File: config.mk
export PLATFORM = sky130hd
export DESIGN_NAME = pdo_timer
export DESIGN_NICKNAME = d
export VERILOG_FILES = /design/src/include/pdo_pkg.sv /design/src/rtl/apb_regs.sv /design/src/rtl/pdo_timer.sv /design/src/rtl/tick_divider.sv
export SDC_FILE = /design/constraint.sdc
export NUM_CORES = 1
export LEC_CHECK = 0
export BUFFER_PORTS_ARGS = -buffer_cell sky130_fd_sc_hd__buf_2
export CAP_MARGIN = 5
export CORE_ASPECT_RATIO = 0.75
export CORE_MARGIN = 2
export CORE_UTILIZATION = 25
export CTS_BUF_LIST = sky130_fd_sc_hd__clkbuf_2
export DETAILED_ROUTE_END_ITERATION = 16
export SLEW_MARGIN = 20
export SYNTH_ARGS = -nofsm -noshare
export SYNTH_HDL_FRONTEND = slang
export SYNTH_HIERARCHICAL = 1
export SYNTH_SLANG_ARGS = --single-unit
File: constraint.sdc
create_clock -name sys_clk -period 3.1 [get_ports sys_clk]
set_clock_uncertainty 0.05 [all_clocks]
set_input_delay 0.155 -clock sys_clk [delete_from_list [all_inputs] [get_ports sys_clk]]
set_output_delay 0.155 -clock sys_clk [all_outputs]
set_load 0.02 [all_outputs]
File: src/include/pdo_pkg.sv
package pdo_pkg;
  // ****************************************
  // register map
  // ****************************************
  localparam logic [11:0] ctrl_off = 12'h000;
  localparam logic [11:0] compare_off = 12'h004;
  localparam logic [11:0] status_off = 12'h008;
  localparam logic [11:0] irq_enable_off = 12'h00c;
  localparam logic [11:0] irq_clear_off = 12'h010;
  localparam logic [11:0] counter_off = 12'h014;

  // ****************************************
  // control fields
  // ****************************************
  localparam int ctrl_ff_bit = 7;
  localparam int ctrl_run_bit = 3;
  localparam int ctrl_clk_lsb = 4;
  localparam int ctrl_mode_lsb = 0;
  localparam logic [2:0] clk_sel_div128 = 3'h1;
  localparam logic [2:0] mode_pdo = 3'h1;

  // ****************************************
  // reset values
  // ****************************************
  localparam logic [7:0] ctrl_rst = 8'h00;
  localparam logic [7:0] compare_rst = 8'hff;
  localparam logic [7:0] counter_rst = 8'h00;
  localparam logic ff_rst = 1'b0;

  // ****************************************
  // timing
  // ****************************************
  localparam int sys_clk_mhz = 200;
  localparam int main_osc_freq_mhz = 16;
  localparam int osc_div_cycles = sys_clk_mhz / main_osc_freq_mhz;

  // ****************************************
  // carriers
  // ****************************************
  typedef struct packed {
    logic ff_init;
    logic [2:0] clk_sel;
    logic run;
    logic [2:0] mode;
  } ctrl_s;

  typedef struct packed {
    logic psel;
    logic penable;
    logic pwrite;
    logic [11:0] paddr;
    logic [31:0] pwdata;
  } apb_req_s;
endpackage

File: src/rtl/apb_regs.sv
`timescale 1ns/1ps
module apb_regs
  import pdo_pkg::*;
(
  input wire logic sys_clk,
  input wire logic nrst,
  input wire apb_req_s req,
  input wire logic [7:0] status,
  input wire logic [7:0] counter,
  output logic pready,
  output logic pslverr,
  output logic [31:0] prdata,
  output logic [7:0] ctrl,
  output logic [7:0] compare,
  output logic [7:0] irq_enable,
  output logic ctrl_wr,
  output logic compare_wr,
  output logic irq_clear_wr,
  output logic [7:0] wdata
);
  // ****************************************
  // zero-wait slave, one word per register
  // ****************************************
  typedef struct packed {
    logic [7:0] ctrl;
    logic [7:0] compare;
    logic [7:0] irq_enable;
    logic [31:0] prdata;
  } reg_state_s;

  reg_state_s st_r;
  reg_state_s st_nxt;
  logic acc;
  logic known;

  always_comb begin
    st_nxt = st_r;
    acc = req.psel && !req.penable;
    known = 1'b1;
    ctrl_wr = 1'b0;
    compare_wr = 1'b0;
    irq_clear_wr = 1'b0;
    wdata = req.pwdata[7:0];
    case (req.paddr)
      ctrl_off: st_nxt.prdata = {24'h0000_00, st_r.ctrl};
      compare_off: st_nxt.prdata = {24'h0000_00, st_r.compare};
      status_off: st_nxt.prdata = {24'h0000_00, status};
      irq_enable_off: st_nxt.prdata = {24'h0000_00, st_r.irq_enable};
      irq_clear_off: st_nxt.prdata = 32'h0000_0000;
      counter_off: st_nxt.prdata = {24'h0000_00, counter};
      default: begin
        st_nxt.prdata = 32'h0000_0000;
        known = 1'b0;
      end
    endcase
    if (!acc) begin
      st_nxt.prdata = st_r.prdata;
    end
    if (req.psel && req.penable && req.pwrite) begin
      case (req.paddr)
        ctrl_off: begin
          st_nxt.ctrl = req.pwdata[7:0];
          ctrl_wr = 1'b1;
        end
        compare_off: begin
          // no shadow stage: used by the compare on the next cycle
          st_nxt.compare = req.pwdata[7:0];
          compare_wr = 1'b1;
        end
        irq_enable_off: st_nxt.irq_enable = req.pwdata[7:0];
        irq_clear_off: irq_clear_wr = 1'b1;
        default: ;
      endcase
    end
  end

  always_ff @(posedge sys_clk or negedge nrst) begin
    if (!nrst) begin
      st_r.ctrl <= ctrl_rst;
      st_r.compare <= compare_rst;
      st_r.irq_enable <= 8'h00;
      st_r.prdata <= 32'h0000_0000;
    end else begin
      st_r <= st_nxt;
    end
  end

  assign pready = 1'b1;
  assign pslverr = req.psel && req.penable && !known;
  assign prdata = st_r.prdata;
  assign ctrl = st_r.ctrl;
  assign compare = st_r.compare;
  assign irq_enable = st_r.irq_enable;
endmodule // apb_regs

File: src/rtl/pdo_timer.sv
// Our own choices: the APB slave port and the register addresses.
`timescale 1ns/1ps
module pdo_timer
  import pdo_pkg::*;
(
  input wire logic sys_clk,
  input wire logic nrst,
  input wire logic psel,
  input wire logic penable,
  input wire logic pwrite,
  input wire logic [11:0] paddr,
  input wire logic [31:0] pwdata,
  output logic pready,
  output logic pslverr,
  output logic [31:0] prdata,
  output logic divider_out_pin,
  output logic channel_match_irq,
  output logic irq
);
  // ****************************************
  // state
  // ****************************************
  typedef struct packed {
    logic [7:0] count;
    logic ff;
    logic running;
    logic [7:0] status;
    logic match_q;
  } core_state_s;

  core_state_s st_r;
  core_state_s st_nxt;
  apb_req_s req;
  ctrl_s ctrl_f;
  logic [7:0] ctrl;
  logic [7:0] compare;
  logic [7:0] irq_enable;
  logic [7:0] wdata;
  logic ctrl_wr;
  logic compare_wr;
  logic irq_clear_wr;
  logic tick;
  logic match;
  logic pdo_mode;

  assign req = '{psel: psel, penable: penable, pwrite: pwrite, paddr: paddr, pwdata: pwdata};
  assign ctrl_f = ctrl_s'(ctrl);

  // ****************************************
  // register slave and prescaler
  // ****************************************
  apb_regs u_regs (
    .sys_clk(sys_clk),
    .nrst(nrst),
    .req(req),
    .status(st_r.status),
    .counter(st_r.count),
    .pready(pready),
    .pslverr(pslverr),
    .prdata(prdata),
    .ctrl(ctrl),
    .compare(compare),
    .irq_enable(irq_enable),
    .ctrl_wr(ctrl_wr),
    .compare_wr(compare_wr),
    .irq_clear_wr(irq_clear_wr),
    .wdata(wdata)
  );

  tick_divider u_div (
    .sys_clk(sys_clk),
    .nrst(nrst),
    .clk_sel(ctrl_f.clk_sel),
    .tick(tick)
  );

  // ****************************************
  // counter and flip-flop
  // ****************************************
  always_comb begin
    st_nxt = st_r;
    pdo_mode = (ctrl_f.mode == mode_pdo);
    st_nxt.running = ctrl_f.run && pdo_mode;
    // compare of zero is outside the legal range; it would match on every tick
    match = st_r.running && tick && (st_r.count == compare);
    if (st_r.running && tick) begin
      if (match) begin
        st_nxt.count = counter_rst;
        st_nxt.ff = ~st_r.ff;
      end else begin
        st_nxt.count = st_r.count + 8'h01;
      end
    end
    if (!st_r.running && !ctrl_f.run) begin
      // stopped: the level freezes until software loads bit 7 in a later write
      if (ctrl_wr) begin
        st_nxt.ff = wdata[ctrl_ff_bit];
        if (wdata[ctrl_run_bit]) begin
          // a start begins a fresh half period
          st_nxt.count = counter_rst;
        end
      end
    end else if (!st_r.running && ctrl_wr && wdata[ctrl_run_bit]) begin
      // start write also loads the initial level
      st_nxt.ff = wdata[ctrl_ff_bit];
      st_nxt.count = counter_rst;
    end
    // stopping freezes ff: no load in the stopping write
    if (irq_clear_wr) begin
      st_nxt.status = st_r.status & ~wdata;
    end
    if (match) begin
      st_nxt.status[0] = 1'b1;
    end
    st_nxt.match_q = match;
  end

  always_ff @(posedge sys_clk or negedge nrst) begin
    if (!nrst) begin
      st_r.count <= counter_rst;
      st_r.ff <= ff_rst;
      st_r.running <= 1'b0;
      st_r.status <= 8'h00;
      st_r.match_q <= 1'b0;
    end else begin
      st_r <= st_nxt;
    end
  end

  // ****************************************
  // outputs
  // ****************************************
  assign divider_out_pin = ~st_r.ff;
  assign channel_match_irq = st_r.match_q;
  assign irq = |(st_r.status & irq_enable);
endmodule // pdo_timer

File: src/rtl/tick_divider.sv
`timescale 1ns/1ps
module tick_divider
  import pdo_pkg::*;
#(
  parameter int div_cycles = osc_div_cycles
) (
  input wire logic sys_clk,
  input wire logic nrst,
  input wire logic [2:0] clk_sel,
  output logic tick
);
  // ****************************************
  // main oscillator enable, then power-of-two prescaler
  // ****************************************
  typedef struct packed {
    logic [7:0] osc_cnt;
    logic [10:0] pre;
    logic tick;
  } div_state_s;

  div_state_s st_r;
  div_state_s st_nxt;
  logic osc_en;
  logic [10:0] pre_inc;

  always_comb begin
    st_nxt = st_r;
    osc_en = (st_r.osc_cnt == 8'(div_cycles - 1));
    pre_inc = st_r.pre + 11'h001;
    st_nxt.tick = 1'b0;
    if (osc_en) begin
      st_nxt.osc_cnt = 8'h00;
      st_nxt.pre = pre_inc;
      // tick when the selected bit of the prescaler rolls to zero; 6 ticks on every enable, 4 and 7 never tick
      case (clk_sel)
        3'h0: st_nxt.tick = (pre_inc == 11'h000);
        3'h1: st_nxt.tick = (pre_inc[6:0] == 7'h00);
        3'h2: st_nxt.tick = (pre_inc[4:0] == 5'h00);
        3'h3: st_nxt.tick = (pre_inc[2:0] == 3'h0);
        3'h5: st_nxt.tick = pre_inc[0] == 1'b0;
        3'h6: st_nxt.tick = 1'b1;
        default: st_nxt.tick = 1'b0;
      endcase
    end else begin
      st_nxt.osc_cnt = st_r.osc_cnt + 8'h01;
    end
  end

  always_ff @(posedge sys_clk or negedge nrst) begin
    if (!nrst) begin
      st_r <= '0;
    end else begin
      st_r <= st_nxt;
    end
  end

  assign tick = st_r.tick;
endmodule // tick_divider
== Word level (Yosys, flattened, before mapping) ==
Cells that the tools add are included.

* Register bits: 95
* Input port bits: 49
* Output and inout bits: 37
* Word-level logic and storage cells: 78

* Add/sub/neg operators: 3
* Equality and inequality tests: 13
* Mux-type cells: 18
* Bitwise gates (word level): 5
* Reduce and logical (&&, ||, !) cells: 26

{| class="wikitable"
|+ Operator list
! operator !! count
|-
| $pmux 8 s5 || 1
|-
| $mux 9 || 4
|-
| $eq 12x4->1 const B || 2
|-
| $eq 12x5->1 const B || 2
|-
| $mux 8 || 3
|-
| $add 8x1->8 const B || 2
|-
| $and 8x8->8 || 2
|-
| $eq 12x3->1 const B || 1
|-
| $logic_not 12->1 || 1
|-
| $add 11x1->11 const B || 1
|-
| $logic_not 11->1 || 1
|-
| $logic_and 1x1->1 || 10
|-
| $mux 1 || 9
|-
| $eq 8x4->1 const B || 1
|-
| $eq 8x8->1 || 1
|-
| $not 8->8 || 1
|-
| $reduce_or 8->1 || 1
|-
| $logic_not 7->1 || 1
|-
| $eq 3x1->1 const B || 2
|-
| $eq 3x2->1 const B || 2
|-
| $eq 3x3->1 const B || 2
|-
| $logic_not 3->1 || 2
|-
| $pmux 1 s6 || 1
|-
| $reduce_and 2->1 || 3
|-
| 5 further kinds || 9
|}

== Logic depth before layout (Yosys ltp) ==
* Word-level depth: 7
* Mapped depth: 8
* Gate-level depth less buffers: 7

== Hierarchy ==
The synthesis kept the hierarchy.

{| class="wikitable"
|+ By module, submodules not included
! module !! times used !! cells each !! area an instance (µm²) !! sequential area each (µm²)
|-
| apb_regs || 1 || 163 || 1958.1 || 810.8
|-
| tick_divider || 1 || 107 || 1109.8 || 500.5
|-
| pdo_timer || 1 || 104 || 1069.8 || 475.5
|}

== Worst setup path before layout ==
Ideal clock, no wire load.

* Path kind: reg2reg
* From: register u_div/st_r[1] (netlist name)
* To: register u_div.st_r (netlist bit u_div/tick)
* Setup time: 0.069 ns
* Arrival time: 2.074 ns
* Required time: 2.981 ns
* Setup slack: 0.907 ns
* Stages on the path, launching flop included: 8
* Buffers on the path: 0
* Clock period less this slack: 2.193 ns
* Cell sequence: dfrtp_1 > ha_1 > ha_1 > or4b_1 > mux2i_1 > o211ai_1 > a221o_1 > nor2_2

{| class="wikitable"
|+ RTL lines
! element !! RTL line !! source
|-
| start: declaration || tick_divider.sv:21 || <nowiki>div_state_s st_r;</nowiki>
|-
| start signal: assignment || tick_divider.sv:53 || <nowiki>st_r <= st_nxt;</nowiki>
|}

==> results summary <==
The run finished with clean final reports. The worst vdd rail ir drop came out at 0.000200 V. Along the worst path, the maximum fanout reaches 6. The number of search-and-repair iterations in the first detailed-routing pass came out at 4. The number of antenna-violating nets in the routed design came out at 0. After detailed placement, the design holds a cell count of 599. The count of routing violations after the opening detailed-route iteration is 203. In this design, the stage delay of the slowest critical-path cell is 0.47 ns. The reported leakage power came out at 2.09 nW.

In this run the tightest slew margin relative to its limit is 57.5%. TritonCTS built the clock tree. The I/O pin count came out at 86. The worst setup slack after layout came out at approximately 0.71 ns.

The initial antenna violation count came to 0. The startpoint identified for the worst register-to-register timing path is u_div/st_r[1]. The via density per instance came out at between 4 and 5. The aggregate global routing overflow is 0. The number of buffers on the longest clock path is 2. Entering global routing, the biggest net connects 35 pins. The worst slack at placement is 0.609 ns. The cell area after synthesis came out at 4130 sq um. Buffers placed on the I/O ports in this run total 36.

Data on the critical path is required at its endpoint by 3.49 ns. For the pin with the worst max-slew slack, the measured transition is roughly 0.64 ns. The root buffer cell chosen for the clock tree is clkbuf_2. The DRC violation count after routing is 0. At the end of routability-driven placement, the weighted congestion stood at a little over 0.8. On the final layout, the worst hold slack is 0.126 ns. The routed layout has 2969 vias. The number of pins exceeding their max-slew limit in the final report is 0. The filler cells instantiated in the layout total 1681. The clock tree synthesis step divided the H-tree into 3 levels.

The worst setup path is of the reg2reg kind. The clock latency on the worst-skew pair is 0.52 ns. The class of the worst hold path is in2reg. The number of setup buffers added after CTS is 0.

The final design instance area without fill came out at 4560 sq um. The share of cells above drive strength 1 is 27.0%. The average routed wire per standard cell is 15.2 microns. The cell family contributing the most delay on the critical path is adder cells. The repair_antennas step left the layout with diodes totalling 0. The maximum clock frequency came out at 419 MHz. The total placed instance area came out at 4350 sq um. The hold violation total from the final report is 0.

The power density over the cells is 342 nW/um^2. Relative to the synthesized area, the layout overhead comes to 10.3%. During synthesis, Yosys emitted a total of 6 warnings. Setup violations remaining at the end of the flow were counted as 0. The count of maximum capacitance violations is 0. The final net count came out at 463. The top cell types in the final layout, fill and taps aside, are 63 x dfrtp_1, 36 x buf_2, 25 x conb_1.

The core footprint came out at 16100 sq um. The worst hold path begins at paddr[6]. The die covers 17600 sq um. The library cell used most frequently in the layout, excluding fill and tap cells, is dfrtp_1. Across every metal layer, demand over resource in global routing totals 11.4%. STA classifies the critical path endpoint as a flop. Setup repair after global routing left no endpoint under its margin.

Synthesis produced a netlist whose cell count is 373. The number of buffers added by the clock tree synthesis step is 9. After clock tree synthesis, the clock-pin slew on the worst setup and hold paths is 0.19 ns.

The number of global-route vias before repair was 2893. The critical path contains buffers and inverters numbering 0 combined. The worst path needs 2.39 ns of the cycle, external delays included.

The vertical extent of the die came out at 115 microns. The clock net in this run drives a total of 71 sinks. The number of standard cells in the layout, taps in and fillers out came out at approximately 630.

The cell that appears most often on the critical path is ha_1. The count of instances resized after the clock tree is built is 0. The detailed placement HPWL came out at 7010 microns. The first-pass GRT wire length came out at roughly 16000 microns. For the final routed database, the setup TNS stands at 0 ns. Walking the worst path, the cells encountered are ha_1, ha_1, or4b_1, mux2i_1, o211ai_1, a221o_1, nor2_2. STA classifies the critical path startpoint as a flop. For this configuration, the core starts out at a cell density of 25.7%.

The sum of routed wire length over all layers came out at 9470 microns. The worst-path cell with the longest stage delay is dfrtp_1. The post-synthesis average cell area is 11.1 sq um. The post-route fraction of the period consumed by the critical path came out at 77.1%. The number of placement rows is 40. The arrival time of data at the critical path endpoint came out at about 2.8 ns.

The critical path startpoint is u_div/st_r[1]. The die outline width is 152 microns.
[per-layer routing]
metal / part of all wire [%] / global-route usage, % / vias to the layer above
met5: 0 / 0 / -
met4: 0.87 / 3.77 / 0
met3: 7.9 / 3.92 / 8
met2: 43 / 16.2 / 101
met1: 49 / 16.2 / 1467
li1: - / - / 1393
[power breakdown]
group	total (mW)	internal [mW]	switching (mW)
combinational	0.114	0.0326	0.0811
clock	0.513	0.203	0.310
sequential	0.932	0.929	0.00284
[per-stage QoR]
stage          power, mW  utilization [%]
2_1_floorplan       1.03                -
3_3_place_gp        1.05             27.0
3_5_place_dp        1.05             27.0
4_1_cts             1.59             28.3
5_1_grt             1.64             28.3
6_report            1.56             28.3
[flip-flops by register name, indices dropped and copies added, names as in the netlist, named ones only]
name               cells
u_div/tick             1
channel_match_irq      1
u_regs/prdata          8
u_regs/ctrl            8
st_r                  11
u_div/st_r            19
u_regs/irq_enable      8
u_regs/compare         8
[worst register-to-register path, delay by kind of cell (launching register included)]
kind | cells | cell delay (ns)
compound gates | 2 | 0.45
simple gates | 2 | 0.55
fa+ha+maj | 2 | 0.63
flops | 1 | 0.47
mux | 1 | 0.19
[area by class of cell]
cell class | count | area, sq um | area share (%)
tap | 210 | 263 | 5.76
multi-input combinational | 270 | 2060 | 45.3
timing repair buffer | 50 | 310 | 6.81
inverter | 8 | 30.0 | 0.659
sequential | 71 | 1790 | 39.2
clock buffer | 14 | 70.1 | 1.54
clock inverter | 2 | 35.0 | 0.769
[timing repair]
item                       in CTS  in global routing
hold endpoints to repair       96                  0
setup endpoints to repair       0                  0
hold buffers                   10                  0
[path summary, 6_finish.rpt]
| path | endpoint | slack (ns) | depth (start not counted) |
|---|---|---|---|
| worst max-delay path | u_div/tick | 0.71 | 7 |
| worst min-delay path | u_regs/prdata[5] | 0.13 | 5 |
| worst max register to register | u_div/tick | 0.71 | 7 |
| worst min register to register | st_r[9] | 0.41 | 1 |
| max in group asynchronous | st_r[17] | 1.87 | 3 |
| min in group asynchronous | u_regs/prdata[0] | 0.14 | 3 |
No activity file was read; power rests on OpenSTA's default activity.
